==> src/verilog/dciv_defines.svh <==
`ifndef DCIV_DEFINES_SVH
`define DCIV_DEFINES_SVH
// clock and time base
`define DCIV_CLK_HZ 10000000
`define DCIV_MS_NS 1000000
`define DCIV_CLK_NS 100
`define DCIV_CYC_PER_MS (`DCIV_MS_NS / `DCIV_CLK_NS)
// monitoring time limits, ms
`define DCIV_MON_MIN_MS 10
`define DCIV_MON_MAX_MS 10000
// discrepancy time limits, ms
`define DCIV_DISC_MIN_MS 10
`define DCIV_DISC_MAX_MS 30000
// short-circuit test timing, ms
`define DCIV_SC_PERIOD_MS 1000
`define DCIV_SC_OFF_MS 1
// diagnostic event bit positions
`define DCIV_EV_DISC 0
`define DCIV_EV_MON 1
`define DCIV_EV_SHORT 2
`define DCIV_EV_W 3
`endif

==> src/verilog/dciv_pkg.sv <==
package dciv_pkg;
  typedef enum logic [1:0] {
    DCIV_POL_HOLD = 2'h0,
    DCIV_POL_ZERO = 2'h1
  } dciv_policy_e;
  typedef enum logic [1:0] {
    DCIV_IC_ONE = 2'h0,
    DCIV_IC_TWO_EQUIV = 2'h1
  } dciv_icon_e;
  typedef enum logic [1:0] {
    DCIV_SC_IDLE = 2'h0,
    DCIV_SC_OFF = 2'h1,
    DCIV_SC_CHECK = 2'h3
  } dciv_sc_e;
endpackage : dciv_pkg

==> src/verilog/dciv_ms_tick.sv <==
`timescale 1ns/1ps
`include "dciv_defines.svh"
module dciv_ms_tick #(
  parameter int CYC_PER_MS = `DCIV_CYC_PER_MS
) (
  // clock and reset
  input wire logic sys_clk,
  input wire logic reset,
  // one-cycle pulse each millisecond
  output logic msTick
);
  logic [15:0] cnt_q;
  logic [15:0] cnt_d;
  logic tick_q;
  logic tick_d;

  always_comb begin
    tick_d = 1'b0;
    cnt_d = cnt_q + 16'h0001;
    if (cnt_q == 16'(CYC_PER_MS - 1)) begin
      cnt_d = 16'h0000;
      tick_d = 1'b1;
    end
  end

  always_ff @(posedge sys_clk) begin
    if (reset) begin
      cnt_q <= 16'h0000;
      tick_q <= 1'b0;
    end else begin
      cnt_q <= cnt_d;
      tick_q <= tick_d;
    end
  end

  assign msTick = tick_q;
endmodule : dciv_ms_tick

==> src/verilog/dciv_voter.sv <==
`timescale 1ns/1ps
`include "dciv_defines.svh"
// How it works
// - exchanges with controller watched against monitoring time, 10 to 10000 ms.
// - with module diagnostic enable set, error events raise the interrupt and show.
// - each event source is selected per channel; unselected events stay silent.
// - short-circuit test only works while the module supplies sensor power.
// - short-circuit test briefly switches the module sensor supply off periodically.
// - pair takes part in processing only while activated.
// - one-of-two vote merges both inputs into one delivered signal.
// - interconnection set to two-channel equivalent expects both inputs to agree.
// - hold policy keeps last valid value until agreement or timeout, then error.
// - zero policy delivers 0 immediately on discrepancy, ignoring tolerance time.
// - discrepancy tolerance time per pair, 10 to 30000 ms.
// - disagreement flags discrepancy; error posted only after full tolerance time.
// - integrated safety functions run only in safety mode.
// - with one-of-two vote set, trip delivered when either sensor votes to trip; otherwise sensor A alone decides.
// - logic 1 is normal, logic 0 is a vote to trip.
module dciv_voter #(
  parameter int CYC_PER_MS = `DCIV_CYC_PER_MS,
  parameter int SC_PERIOD_MS = `DCIV_SC_PERIOD_MS,
  parameter int SC_OFF_MS = `DCIV_SC_OFF_MS
) (
  // clock and reset
  input wire logic sys_clk,
  input wire logic reset,
  // sensor pins, asynchronous
  input wire logic sensorA,
  input wire logic sensorB,
  // configuration
  input wire logic safetyMode,
  input wire logic pairActive,
  input wire logic oneOfTwoVote,
  input wire dciv_pkg::dciv_icon_e sensorWiring,
  input wire dciv_pkg::dciv_policy_e discPolicy,
  input wire logic [14:0] discTimeMs,
  input wire logic [13:0] monTimeMs,
  input wire logic diagEnable,
  input wire logic [`DCIV_EV_W-1:0] diagSelect,
  input wire logic sensorSupplyViaModule,
  input wire logic shortTestEnable,
  // controller exchange
  input wire logic ctrlExchange,
  // outputs
  output logic selectedValue,
  output logic valueValid,
  output logic discrepancy,
  output logic [`DCIV_EV_W-1:0] diagEvents,
  output logic diagInterrupt,
  output logic sensorSupplyOn
);
  logic msTick;
  logic [1:0] syncA_q;
  logic [1:0] syncB_q;
  logic inA;
  logic inB;
  logic run;
  logic [14:0] discMs_q;
  logic [14:0] discMs_d;
  logic discErr_q;
  logic discErr_d;
  logic hold_q;
  logic hold_d;
  logic sel_q;
  logic sel_d;
  logic [13:0] monMs_q;
  logic [13:0] monMs_d;
  logic monErr_q;
  logic monErr_d;
  dciv_pkg::dciv_sc_e sc_q;
  dciv_pkg::dciv_sc_e sc_d;
  logic [15:0] scMs_q;
  logic [15:0] scMs_d;
  logic shortErr_q;
  logic shortErr_d;
  logic [`DCIV_EV_W-1:0] ev_q;
  logic [`DCIV_EV_W-1:0] ev_d;
  logic [`DCIV_EV_W-1:0] raw;
  logic agree;
  logic [14:0] discLim;
  logic [13:0] monLim;

  dciv_ms_tick #(.CYC_PER_MS(CYC_PER_MS)) u_tick (
    .sys_clk(sys_clk),
    .reset(reset),
    .msTick(msTick)
  );

  // pins pass two flops before anything reads them
  always_ff @(posedge sys_clk) begin
    if (reset) begin
      syncA_q <= 2'h3;
      syncB_q <= 2'h3;
    end else begin
      syncA_q <= {syncA_q[0], sensorA};
      syncB_q <= {syncB_q[0], sensorB};
    end
  end
  assign inA = syncA_q[1];
  assign inB = syncB_q[1];

  assign run = safetyMode & pairActive;
  // single-channel interconnection never reports disagreement
  assign agree = (sensorWiring != dciv_pkg::DCIV_IC_TWO_EQUIV) | (inA == inB);
  // out-of-range settings are clamped rather than refused
  always_comb begin
    discLim = discTimeMs;
    if (discTimeMs < 15'(`DCIV_DISC_MIN_MS)) discLim = 15'(`DCIV_DISC_MIN_MS);
    if (discTimeMs > 15'(`DCIV_DISC_MAX_MS)) discLim = 15'(`DCIV_DISC_MAX_MS);
    monLim = monTimeMs;
    if (monTimeMs < 14'(`DCIV_MON_MIN_MS)) monLim = 14'(`DCIV_MON_MIN_MS);
    if (monTimeMs > 14'(`DCIV_MON_MAX_MS)) monLim = 14'(`DCIV_MON_MAX_MS);
  end

  // voting and discrepancy
  always_comb begin
    discMs_d = discMs_q;
    discErr_d = discErr_q;
    hold_d = hold_q;
    sel_d = sel_q;
    if (!run) begin
      discMs_d = 15'h0000;
      discErr_d = 1'b0;
      hold_d = 1'b0;
      sel_d = 1'b0; // inactive pair delivers the safe trip value
    end else if (agree) begin
      discMs_d = 15'h0000;
      discErr_d = 1'b0;
      hold_d = 1'b0;
      // with one-of-two vote either sensor at 0 trips the result; otherwise sensor A alone decides
      sel_d = oneOfTwoVote ? (inA & inB) : inA;
    end else begin
      if (!hold_q) begin
        hold_d = 1'b1;
      end
      if (discPolicy == dciv_pkg::DCIV_POL_ZERO) begin
        sel_d = 1'b0;
      end else if (discErr_q) begin
        sel_d = 1'b0;
      end else begin
        sel_d = sel_q;
        if (msTick) begin
          discMs_d = discMs_q + 15'h0001;
        end
        // the first tick lands at any phase, so one extra tick keeps the full tolerance
        if (discMs_q > discLim) begin
          discErr_d = 1'b1;
        end
      end
    end
  end

  always_ff @(posedge sys_clk) begin
    if (reset) begin
      discMs_q <= 15'h0000;
      discErr_q <= 1'b0;
      hold_q <= 1'b0;
      sel_q <= 1'b0;
    end else begin
      discMs_q <= discMs_d;
      discErr_q <= discErr_d;
      hold_q <= hold_d;
      sel_q <= sel_d;
    end
  end

  // controller exchange watchdog
  always_comb begin
    monMs_d = monMs_q;
    monErr_d = monErr_q;
    if (!run || ctrlExchange) begin
      monMs_d = 14'h0000;
      monErr_d = 1'b0;
    end else if (monMs_q > monLim) begin
      monErr_d = 1'b1;
    end else if (msTick) begin
      monMs_d = monMs_q + 14'h0001;
    end
  end

  always_ff @(posedge sys_clk) begin
    if (reset) begin
      monMs_q <= 14'h0000;
      monErr_q <= 1'b0;
    end else begin
      monMs_q <= monMs_d;
      monErr_q <= monErr_d;
    end
  end

  // short-circuit test: supply off, then a live switch must read 0
  always_comb begin
    sc_d = sc_q;
    scMs_d = scMs_q;
    shortErr_d = shortErr_q;
    if (!(sensorSupplyViaModule && shortTestEnable && run)) begin
      sc_d = dciv_pkg::DCIV_SC_IDLE;
      scMs_d = 16'h0000;
      shortErr_d = 1'b0;
    end else begin
      unique case (sc_q)
        dciv_pkg::DCIV_SC_IDLE: begin
          if (msTick) scMs_d = scMs_q + 16'h0001;
          if (scMs_q >= 16'(SC_PERIOD_MS)) begin
            scMs_d = 16'h0000;
            sc_d = dciv_pkg::DCIV_SC_OFF;
          end
        end
        dciv_pkg::DCIV_SC_OFF: begin
          if (msTick) scMs_d = scMs_q + 16'h0001;
          if (scMs_q >= 16'(SC_OFF_MS)) sc_d = dciv_pkg::DCIV_SC_CHECK;
        end
        dciv_pkg::DCIV_SC_CHECK: begin
          // an input still high with supply cut points to a short to supply
          shortErr_d = inA | inB;
          scMs_d = 16'h0000;
          sc_d = dciv_pkg::DCIV_SC_IDLE;
        end
        default: sc_d = dciv_pkg::DCIV_SC_IDLE;
      endcase
    end
  end

  always_ff @(posedge sys_clk) begin
    if (reset) begin
      sc_q <= dciv_pkg::DCIV_SC_IDLE;
      scMs_q <= 16'h0000;
      shortErr_q <= 1'b0;
    end else begin
      sc_q <= sc_d;
      scMs_q <= scMs_d;
      shortErr_q <= shortErr_d;
    end
  end

  // diagnostics
  always_comb begin
    raw = '0;
    raw[`DCIV_EV_DISC] = discErr_q;
    raw[`DCIV_EV_MON] = monErr_q;
    raw[`DCIV_EV_SHORT] = shortErr_q;
    ev_d = (diagEnable && run) ? (raw & diagSelect) : '0;
  end

  always_ff @(posedge sys_clk) begin
    if (reset) begin
      ev_q <= '0;
    end else begin
      ev_q <= ev_d;
    end
  end

  assign diagEvents = ev_q;
  assign diagInterrupt = |ev_q;
  // unpowered switches read 0 while the supply is cut, so a test shows as a brief trip
  assign selectedValue = sel_q;
  assign valueValid = run & ~discErr_q & ~monErr_q;
  assign discrepancy = hold_q;
  assign sensorSupplyOn = sensorSupplyViaModule & (sc_q != dciv_pkg::DCIV_SC_OFF)
    & (sc_q != dciv_pkg::DCIV_SC_CHECK);
endmodule : dciv_voter

==> config.mk <==
export PLATFORM = sky130hd
export DESIGN_NAME = dciv_voter
export DESIGN_NICKNAME = d
export VERILOG_FILES = /design/src/verilog/dciv_pkg.sv /design/src/verilog/dciv_ms_tick.sv /design/src/verilog/dciv_voter.sv
export VERILOG_INCLUDE_DIRS = /design/src /design/src/verilog
export SDC_FILE = /design/constraint.sdc
export NUM_CORES = 1
export LEC_CHECK = 0
export BUFFER_PORTS_ARGS = -buffer_cell sky130_fd_sc_hd__buf_2
export CELL_PAD_IN_SITES_DETAIL_PLACEMENT = 0
export CELL_PAD_IN_SITES_GLOBAL_PLACEMENT = 1
export CORE_MARGIN = 5
export CORE_UTILIZATION = 39
export DETAILED_ROUTE_END_ITERATION = 8
export PLACE_DENSITY = 0.76
export SLEW_MARGIN = 15
export SYNTH_ARGS = -nofsm -noshare
export SYNTH_HDL_FRONTEND = slang
export SYNTH_SLANG_ARGS = --single-unit
export TNS_END_PERCENT = 1
==> constraint.sdc <==
create_clock -name sys_clk -period 2.4 [get_ports sys_clk]
set_input_delay 0 -clock sys_clk [delete_from_list [all_inputs] [get_ports sys_clk]]
set_output_delay 0 -clock sys_clk [all_outputs]
set_load 0.02 [all_outputs]
==> results by group, run 1 <==
Setup path
  • R2r setup slk: 40 ps
  • FF-to-FF End: monMs_q[11]$_SDFFE_PP0P_
  • Cell Chain, Critical Path: buf_6 -> or4_4 -> nor4_4 -> o21ai_1 -> ha_1 -> nand4_1 -> buf_4 -> nor4_4 -> and2_4 -> a41oi_2 -> buf_12 -> or4_1 -> a21oi_2
  • Worst Setup SP: monTimeMs[13]
  • CP Capture Type: flip-flop
  • Worst setup endpoint: monMs_q[11]$_SDFFE_PP0P_
  • Buf+Inv Stages, Crit Path: 3
  • Crit path depth: 13
  • Largest stage delay on the critical path: 540 ps
  • Crit path max-delay family: simple AND/OR/NAND/NOR gates
  • Slowest CP cell: or4_4
  • Worst Path Max Fanout: 23
  • Reg2Reg Launch Point: monMs_q[4]$_SDFFE_PP0P_
  • Required @ worst endpoint: 2660 ps
  • Kind of launch point of the worst setup path: input port
  • R2R depth: 9
  • Most used cell, CP: nor4_4
  • Crit path kind: input port to flip-flop
  • Crit path DAT: 2820 ps

Global route
  • Congestion Overflow GR: 0
  • Initial antenna violation count: 0
  • Vias in the first global route: 3970
  • Largest net degree at the start of global routing: 24
  • First-pass GRT wire length: 17.70 mm
  • GRT Total Usage: 15.87%

Power and ir drop
  • Sw power: 0.5888 mW
  • Clock power share: 44.1%
  • Power density over the cells: 487.3 nW/um^2
  • Peak VDD IR: 313.5 uV
  • Sw Share: 22.20%
  • Flop pwr share: 48.1%
  • Pint: 2.064 mW
  • Leakage dissipation: 2.212 nW
  • Power share of the combinational group: 7.8%

Hold path
  • Worst hold path class: input port to flip-flop

Layout
  • Antenna cell count: 0
  • Layout cell share with drive strength beyond 1: 20.29%
  • Area growth, synth to finish: 23.40%
  • Final net count: 712
  • Commonest non-fill, non-tap cell in the layout: dfxtp_1
  • Most frequent cells in the layout: dfxtp_1, nor2_1, nand2_1, buf_2, ha_1
  • Final core occ: 49.57%

Die
  • Die Area: 13540 um^2
  • Core Rows: 38
  • # IOs: 55
  • Die Y: 116.4 um
  • Starting Density: 40.17%
  • Die width: 116.4 um
  • Core box area: 10980 um^2

Synthesis
  • Number of flops mapped to enable cells by yosys: 0
  • Yosys cell types: 55
  • Syn_nets: 621
  • Mapped Area: 4412 um^2
  • Yosys Warn Count: 0
  • Sequential area share after synthesis: 34.49%
  • Synthesis-stage register bit count: 76
  • Top_reg_cell synth: dfxtp_1
  • Syn_area_per_cell: 8.231 um^2
  • Post-Synthesis Cells: 536
  • Post-synth ARST share: 0%

STA
  • RSZ-0062 raised after global routing: true
  • Slew @ Worst Pin: 569.0 ps
  • Final min period: 2560 ps
  • Slew Viols, Final: 0
  • Hold Fails Final Rpt: 0
  • Setup TNS: -914.2 ps
  • Slew HR: 61.77%
  • Crit share post-route: 106.7%
  • Fmax: 390.6 MHz
  • Final Worst Setup Slack: -160.1 ps
  • Clock Skew: 4.019 ps
  • Final setup fails: 10

Clock network
  • Longest Clk Path Bufs: 2
  • CTS tree: done
  • Num CTS Buffers: 9
  • CTS HTree Levels: 3
  • Clock sink count: 76
  • Clock Tree Root: clkbuf_16
  • Clock latency on the worst-skew pair: 320 ps
  • Clk slew on worst S/H paths: 50 ps

Run
  • Max-cap violations: 0

Place
  • DP Worst Slack: -642.4 ps
  • HPWL after DPL: 7.727 mm
  • Final Wtd Congestion: 0.7903
  • IO Port Bufs: 54

Status
  • Status: complete, but fails checks
  • Failing checks: negative setup slack

Detailed routing
  • Routed WL: 10.30 mm
  • Total vias in the final route: 4083
  • Detail-routed via count per cell: 5.296
  • Post-DRT Antenna Nets: 0
  • # DRC: 0
  • DRT iter0 DRCs: 126
  • Wire length per cell: 13.35 um
  • Number of detailed-route iterations in the first pass: 4
## power groups by stage
stage	sequential (mW)	combinational [mW]	clock, mW
after floorplan	1.30	0.0900	0
after global placement	1.30	0.183	0
after detailed placement	1.30	0.189	0
after CTS	1.28	0.205	1.21
after global routing	1.28	0.233	1.27
final	1.28	0.206	1.17
## cell type report
type	instances	area, um^2
clock buffer	12	236.5
clock inverter	3	15.01
fill	1030	5539
inverter	23	86.33
multi-input combinational	421	2763
sequential	76	1521
tap	140	175.2
timing repair buffer	96	646.9
## cell families after synthesis
family | count (synthesis) | share of synthesized area [%]
buf+inv | 39 | 3.829
fa+ha+maj | 38 | 10.78
mux | 2 | 0.4538
flops | 76 | 34.49
compound gates | 112 | 16.28
xor+xnor | 27 | 5.360
simple gates | 242 | 28.81
## routing by layer
layer	routed length [um]	GRT usage, %
met1	4959	21.14
met2	4728	26.39
met3	464	2.487
met4	143	5.027
met5	0	0
## cell usage after synthesis, drive strengths merged (9+ instances only)
library cell | count | share of area, %
nor3 | 15 | 1.7
and3 | 12 | 1.7
nand3 | 25 | 2.8
inv | 23 | 2.0
a311oi | 12 | 2.4
nand2 | 51 | 4.3
nor2b | 10 | 1.5
o21ai | 28 | 3.2
ha | 38 | 11
xor2 | 15 | 3.0
nand4 | 19 | 3.0
nor2 | 58 | 4.9
or3 | 11 | 1.6
xnor2 | 12 | 2.4
dfxtp | 76 | 34
nor4 | 10 | 1.9
a21oi | 39 | 4.6
buf | 9 | 1.3
## timing repair
action,4_1_cts,5_1_grt
pin swaps,16,7
buffers inserted,2,1
hold endpoints to repair,10,0
endpoints found under the setup margin,13,14
hold buffers,7,0
gates resized for setup,5,6
## sequential cells by signal, summed over array words and instances, names as in the netlist
name / count
u_tick.cnt_q: 16
monMs_q: 14
selectedValue: 1
discrepancy: 1
diagEvents: 3
discErr_q: 1
syncA_q: 2
shortErr_q: 1
scMs_q: 16
syncB_q: 2
discMs_q: 15
u_tick.msTick: 1
monErr_q: 1
sc_q: 2
## worst register-to-register path: cells and delay by family (launching register included)
family / cells / cell delay (ps)
flops: 1 / 340
fa+ha+maj: 1 / 340
simple gates: 4 / 1070
buf+inv: 2 / 350
compound gates: 2 / 180
## through the flow
step | hold slack (ps) | total power, mW | std cells | instance area (um^2)
6_report | 61.63 | 2.653 | 771 | 5444
5_1_grt | 90.23 | 2.774 | 771 | 5444
4_1_cts | 56.67 | 2.689 | 770 | 5411
3_5_place_dp | 194.6 | 1.493 | 746 | 5046
3_3_place_gp | 183.3 | 1.486 | 746 | 5046
2_1_floorplan | 103.8 | 1.393 | 536 | 4418
## worst min-delay path by stage
stage | slack [ps] | start | depth (start not counted) | endpoint
after global routing | 90 | diagEnable | 3 | diagEvents[0]$_SDFF_PP0_
after floorplan | 100 | sensorA | 1 | syncA_q[0]$_SDFF_PP1_
final | 60 | diagEnable | 3 | diagEvents[0]$_SDFF_PP0_
after detailed placement | 190 | sensorA | 2 | syncA_q[0]$_SDFF_PP1_
after CTS | 60 | diagEnable | 3 | diagEvents[0]$_SDFF_PP0_
after global placement | 180 | sensorA | 2 | syncA_q[0]$_SDFF_PP1_
No activity file was read; power rests on OpenSTA's default activity.
==> inputs of run 2 (changes only) <==
- ABC_AREA: default -> 1
- CORE_UTILIZATION: 39 -> 38
==> run 2 against run 1 <==
  * The flow now finishes without violations
  * Global-route usage up 0.32 points
  * Area after synthesis is 14% higher
  * Fmax grew 25%
  * Clock power is 27% higher
  * Non-clock buffer count is 30 lower
  * Total power increased by 11%
  * Cell count grew 30%
  * Register-to-register slack better by 560 ps
  * Critical endpoint is now monMs_q[9]$_SDFFE_PP0P_
  * Sequential share of layout area decreased by 2.2 points
  * Clock-buffer cell count decreased by 2
  * First-iteration DRC count rose by 90%
  * Sequential cell count did not move
==> results by group, run 2 <==
Global route
  • Congestion Overflow GR: 0 (unchanged)
  • Initial antenna violation count: 0 (unchanged)
  • Largest net degree at the start of global routing: 17 (-29%)
  • Vias in the first global route: 4809 (+21%)
  • GRT Total Usage: 16.19% (+0.32 points)
  • First-pass GRT wire length: 21.59 mm (+22%)

Layout
  • Most frequent cells in the layout: nand2_1, inv_1, dfxtp_1
  • Final net count: 906 (+27%)
  • FILL cells: 1414 (+37%)
  • Largest registers: scMs_q (16), u_tick.cnt_q (16), discMs_q (15)
  • Final instance area: 5909 um^2 (+8.5%)
  • Area growth, synth to finish: 17.20%
  • Final core occ: 44.98% (-4.6 points)
  • Commonest non-fill, non-tap cell in the layout: nand2_1
  • Layout cell share with drive strength beyond 1: 12.95% (-7.3 points)

Clock network
  • Clk slew on worst S/H paths: 60 ps (about the same)
  • Longest Clk Path Bufs: 2 (unchanged)
  • Num CTS Buffers: 9 (unchanged)
  • Clock Tree Root: clkbuf_16
  • Clock latency on the worst-skew pair: 340 ps (+20 ps)
  • Clock sink count: 76 (unchanged)
  • CTS tree: done
  • CTS HTree Levels: 3 (unchanged)

Synthesis
  • Count leader, synth: nand2_1
  • Sequential area share after synthesis: 30.17% (-4.3 points)
  • Yosys Warn Count: 0 (unchanged)
  • Post-synthesis compound-gate area fraction: 11.41% (-4.9 points)
  • Simple-gate share of the synthesized area: 36.45% (+7.6 points)
  • Top_reg_cell synth: dfxtp_1
  • Syn_nets: 839 (+35%)
  • Xor and xnor area share after synthesis: 3.300% (-2.1 points)
  • Yosys cell types: 38 (-31%)
  • Post-synth ARST share: 0% (unchanged)
  • Largest family of logic cells by synthesized area: simple AND/OR/NAND/NOR gates
  • Post-synth top cells: nand2_1, inv_1, dfxtp_1, a21oi_1, nor2_1
  • Syn_area_per_cell: 6.687 um^2 (-19%)
  • Synth Area in Adders: 9.429% (-1.3 points)
  • Mapped Area: 5042 um^2 (+14%)
  • Synthesis-stage register bit count: 76 (unchanged)
  • Post-synth top area share: 30.17% (-4.3 points)
  • Post-synth top area cell: dfxtp_1
  • Synth area leaders: dfxtp_1, nand2_1, ha_1, inv_1, a21oi_1
  • Number of flops mapped to enable cells by yosys: 0 (unchanged)
  • Post-synthesis mux area share: 0% (-0.45 points)
  • Post-Synthesis Cells: 754 (+41%)

STA
  • Hold Slack: 10.32 ps (-51.31 ps)
  • Crit share post-route: 85.53% (-21 points)
  • Final setup fails: 0 (-10)
  • Hold Fails Final Rpt: 0 (unchanged)
  • Slew Viols, Final: 0 (unchanged)
  • Slew HR: 68.72% (+6.9 points)
  • Fmax: 487.2 MHz (+25%)
  • Final min period: 2053 ps (-507.5 ps)
  • Slew @ Worst Pin: 468.6 ps (-100.4 ps)
  • Clock Skew: 4.821 ps (+0.8020 ps)

Setup path
  • CP Capture Type: flip-flop
  • Worst Path Max Fanout: 16 (-30%)
  • Crit path kind: input port to flip-flop
  • Crit path DAT: 2320 ps (-500 ps)
  • Required @ worst endpoint: 2660 ps (about the same)
  • R2r setup slk: 600 ps (+560 ps)
  • Kind of launch point of the worst setup path: input port

Detailed routing
  • Total vias in the final route: 4938 (+21%)
  • Post-DRT Antenna Nets: 0 (unchanged)
  • Routed WL: 12.31 mm (+20%)
  • # DRC: 0 (unchanged)
  • DRT iter0 DRCs: 240 (+90%)
  • Wire length per cell: 12.28 um (-8.1%)
  • Detail-routed via count per cell: 4.923 (-7.0%)
  • Number of detailed-route iterations in the first pass: 4 (unchanged)

Run
  • Max-cap violations: 0 (unchanged)

Place
  • Post-DP Area: 5484 um^2 (+8.7%)
  • HPWL after DPL: 9.652 mm (+25%)
  • Final Wtd Congestion: 0.8249 (+4.4%)
  • IO Port Bufs: 54 (unchanged)

Die
  • Core Rows: 42 (+11%)
  • Die Y: 125.2 um (+7.6%)
  • # IOs: 55 (unchanged)
  • Die width: 125.2 um (+7.6%)
  • Die Area: 15670 um^2 (+16%)
  • Core box area: 13140 um^2 (+20%)
  • Starting Density: 38.38% (-1.8 points)

Power and ir drop
  • Leakage dissipation: 2.515 nW (+14%)
  • Peak VDD IR: 450.8 uV (+44%)
  • Power, Total: 2.958 mW (+11%)
  • Power density over the cells: 500.5 nW/um^2 (+2.7%)

Hold path
  • Worst hold path class: input port to flip-flop

Status
  • Status: finished, final reports clean
## run 2: cell type report
class	instances	area (um^2)	area share, %
timing repair buffer	66	380.4	6.437
clock buffer	10	239.0	4.044
sequential	76	1521	25.75
antenna	1	2.502	0.04235
tap	176	220.2	3.726
multi-input combinational	563	3064	51.85
inverter	105	394.1	6.669
clock inverter	6	87.58	1.482
## run 2: stage by stage
stage	setup slack (ps)	TNS [ps]	instances
final	347.4	0	1003
after global routing	-0.3837	-0.3837	1002
after CTS	272.8	0	1001
after detailed placement	-72.21	-667.7	977
after global placement	48.09	0	977
after floorplan	366.6	0	754
## run 2: metal layers
| layer | wire, um | share of wire (%) | GRT usage (%) | up-vias |
|---|---|---|---|---|
| li1 | - | - | - | 2605 |
| met1 | 5862 | 48 | 20.12 | 2227 |
| met2 | 5620 | 46 | 27.30 | 84 |
| met3 | 514 | 4.2 | 3.539 | 22 |
| met4 | 314 | 2.6 | 6.505 | 0 |
| met5 | 0 | 0 | 0 | - |
## run 2: where the power goes
group | internal, mW | leakage (nW) | switching (mW)
Clock | 0.937 | 0.151 | 0.555
Combinational | 0.0814 | 1.75 | 0.111
Sequential | 1.27 | 0.614 | 0.00403
## run 2: final timing paths
path / start / end / depth (start not counted)
min: oneOfTwoVote / selectedValue$_SDFFE_PP0P_ / 5
max reg2reg: monMs_q[12]$_SDFFE_PP0P_ / monMs_q[8]$_SDFFE_PP0P_ / 11
max: monTimeMs[12] / monMs_q[9]$_SDFFE_PP0P_ / 17
min reg2reg: syncA_q[0]$_SDFF_PP1_ / syncA_q[1]$_SDFF_PP1_ / 1
## run 2: kinds of logic (layout without fill, tap and decap cells)
| logic type | Yosys count | count (layout) |
|---|---|---|
| fa+ha+maj | 38 | 38 |
| xor+xnor | 19 | 19 |
| compound gates | 109 | 109 |
| flops | 76 | 76 |
| other cells | 0 | 1 |
| buf+inv | 115 | 187 |
| simple gates | 397 | 397 |
## run 2: repair_timing
| item | CTS | global route |
|---|---|---|
| hold buffers | 8 | 0 |
| endpoints found under the hold margin | 7 | 0 |
| gates resized for setup | 0 | 1 |
| endpoints found under the setup margin | 0 | 14 |
| setup buffers | 0 | 1 |
## run 2: worst max-delay path, cell delays in order
cell     delay (ps)
buf_2           110
or2_1           230
nor4_1          180
nand4_1         240
nand2_2         180
o21ai_0         100
ha_1            300
nand2_1          50
nor2_1          150
nand2_1          70
nand3_1          60
nand2_1          60
nand2_2          80
nand2_4         140
nand2_8         150
nand2_1          60
a21oi_1         130
==> inputs of run 3 (changes only) <==
- PLACE_DENSITY: 0.76 -> default
- PLACE_DENSITY_LB_ADDON: default -> 0.05
==> run 3 against run 2 <==
  * Clock power shrank 3%
  * Sequential cell count is the same
  * Die area is the same
  * Largest power group unchanged
  * Largest cell class unchanged
  * Global-route usage grew 0.48 points
==> results by group, run 3 (synthesis results as in run 2) <==
Detailed routing
  • Met3 Routed Length: 482 um (-6.2%)
  • Wl on met1: 6.287 mm (+7.3%)
  • Detail-routed via count per cell: 4.872 (-1.1%)
  • DRT iter0 DRCs: 281 (+17%)
  • Total vias in the final route: 4891 (-0.95%)
  • Number of detailed-route iterations in the first pass: 4 (unchanged)
  • Routed WL: 12.87 mm (+4.5%)
  • Post-DRT Antenna Nets: 0 (unchanged)
  • Top sig layer: met4
  • # DRC: 0 (unchanged)
  • Wire length per cell: 12.82 um (+4.4%)
  • Met2 WL: 5.908 mm (+5.1%)

Die
  • Die width: 125.2 um (unchanged)
  • Starting Density: 38.38% (unchanged)
  • Core box area: 13140 um^2 (unchanged)
  • Die Area: 15670 um^2 (unchanged)
  • # IOs: 55 (unchanged)
  • Die Y: 125.2 um (unchanged)
  • Core Rows: 42 (unchanged)

Clock network
  • Postcts setup bufs: 0 (unchanged)
  • CTS HTree Levels: 3 (unchanged)
  • Num CTS Buffers: 9 (unchanged)
  • Longest Clk Path Bufs: 2 (unchanged)
  • Clock latency on the worst-skew pair: 340 ps (about the same)
  • Clk slew on worst S/H paths: 50 ps (about the same)
  • CTS tree: done
  • Clock sink count: 76 (unchanged)
  • Clock Tree Root: clkbuf_16

Global route
  • Vias in the first global route: 4688 (-2.5%)
  • Initial antenna violation count: 0 (unchanged)
  • GRT Total Usage: 16.67% (+0.48 points)
  • Largest net degree at the start of global routing: 17 (unchanged)
  • First-pass GRT wire length: 21.71 mm (+0.54%)
  • Congestion Overflow GR: 0 (unchanged)

Layout
  • Area growth, synth to finish: 17.74%
  • Most frequent cells in the layout: nand2_1, inv_1, dfxtp_1
  • Antenna cell count: 0 (-1)
  • Final net count: 908 (+0.22%)
  • Final core occ: 45.19% (+0.21 points)
  • Layout cell share with drive strength beyond 1: 13.04% (+0.089 points)
  • Commonest non-fill, non-tap cell in the layout: nand2_1
  • Largest registers: scMs_q (16), u_tick.cnt_q (16), discMs_q (15)
  • FILL cells: 1382 (-2.3%)

Setup path
  • Buf+Inv Stages, Crit Path: 1 (unchanged)
  • Cell Chain, Critical Path: buf_2 -> or2_1 -> nor4_1 -> nand4_1 -> nand2_2 -> o21ai_0 -> ha_1 -> nand2_1 -> nor2_1 -> nand2_1 -> nand3_1 -> nand2_1 -> nand2_2 -> nand2_4 -> nand2_4 -> nand2_1 -> a21oi_1
  • Most used cell, CP: nand2_1
  • Crit path kind: input port to flip-flop
  • Worst Path Max Fanout: 14 (-2)
  • Kind of launch point of the worst setup path: input port
  • Required @ worst endpoint: 2660 ps (about the same)
  • CP Capture Type: flip-flop
  • Crit path DAT: 2330 ps (about the same)
  • Largest stage delay on the critical path: 300 ps (about the same)
  • Slowest CP cell: ha_1
  • Crit path max-delay family: simple AND/OR/NAND/NOR gates

STA
  • Setup TNS: 0 ps (unchanged)
  • Final setup fails: 0 (unchanged)
  • Slew HR: 68.09% (-0.63 points)
  • Clock Skew: 7.571 ps (+2.751 ps)
  • Crit share post-route: 86.20% (+0.68 points)
  • Final min period: 2069 ps (+16.25 ps)
  • RSZ-0062 raised after global routing: false
  • Slew @ Worst Pin: 476.9 ps (+8.251 ps)
  • Fmax: 483.4 MHz (-0.79%)
  • Hold Slack: 45.94 ps (+35.62 ps)
  • Hold Fails Final Rpt: 0 (unchanged)
  • Slew Viols, Final: 0 (unchanged)

Power and ir drop
  • Leakage dissipation: 2.544 nW (+1.2%)
  • Power density over the cells: 490.4 nW/um^2 (-2.0%)
  • Peak VDD IR: 363.8 uV (-19%)

Hold path
  • Worst hold path class: input port to flip-flop

Place
  • HPWL after DPL: 10.07 mm (+4.4%)
  • Final Wtd Congestion: 0.8200 (-0.59%)
  • IO Port Bufs: 54 (unchanged)

Run
  • Max-cap violations: 0 (unchanged)

Status
  • Status: finished, final reports clean
## run 3: changes by cell type in the layout (fill, tap and decap cells not counted), sizes merged
cell / before / now
buf: 58 / 59
bufinv: 2 / 1
clkbuf: 10 / 13
clkinvlp: 3 / 1
diode: 1 / 0
dlygate4sd3: 8 / 9
## run 3: worst reg2reg max path, delay by kind of cell, from the launching register on
kind | cells | cell delay, ps
simple gates | 9 | 850
flops | 1 | 370
compound gates | 1 | 130
fa+ha+maj | 1 | 330
## run 3: path summary, 6_finish.rpt
path / from / to / slack (ps) / depth (start not counted)
hold reg to reg: syncA_q[0]$_SDFF_PP1_ / syncA_q[1]$_SDFF_PP1_ / 410 / 1
setup / recovery: monTimeMs[12] / monMs_q[9]$_SDFFE_PP0P_ / 330 / 17
hold / removal: sensorWiring[1] / selectedValue$_SDFFE_PP0P_ / 50 / 5
setup reg to reg: monMs_q[5]$_SDFFE_PP0P_ / monMs_q[9]$_SDFFE_PP0P_ / 650 / 11
## run 3: layer usage
| layer | vias up | track usage, % |
|---|---|---|
| met5 | - | 0 |
| met4 | 0 | 5.102 |
| met2 | 83 | 26.83 |
| li1 | 2600 | - |
| met1 | 2194 | 22.23 |
| met3 | 14 | 3.966 |
## run 3: cell type report
class | instances | area (um^2) | share of cell area (%)
clock buffers | 13 | 280.3 | 4.721
clock inverters | 3 | 42.54 | 0.7165
inverters | 105 | 394.1 | 6.639
multi-input cells | 563 | 3055 | 51.46
flip-flops and latches | 76 | 1521 | 25.63
well taps | 176 | 220.2 | 3.709
repair buffers | 68 | 422.9 | 7.123
## run 3: what timing repair did
item,in CTS,in global routing
hold buffers,9,0
endpoints found under the hold margin,7,0
endpoints found under the setup margin,0,0
resized for setup,0,0
## run 3: metrics by stage
stage,cells,setup WS [ps],power (mW),cell area [um^2]
2_1_floorplan,754,366.6,1.403,5042
3_3_place_gp,979,100.4,1.484,5524
5_1_grt,1004,2.160,3.057,5937
4_1_cts,1004,338.3,2.969,5937
6_report,1004,331.1,2.912,5937
3_5_place_dp,979,6.442,1.489,5524
## run 3: power by group
part           total (mW)  leakage, nW  internal [mW]  switching [mW]
clock network        1.44        0.158          0.917           0.526
logic               0.195         1.77         0.0810           0.114
registers            1.27        0.614           1.27         0.00418
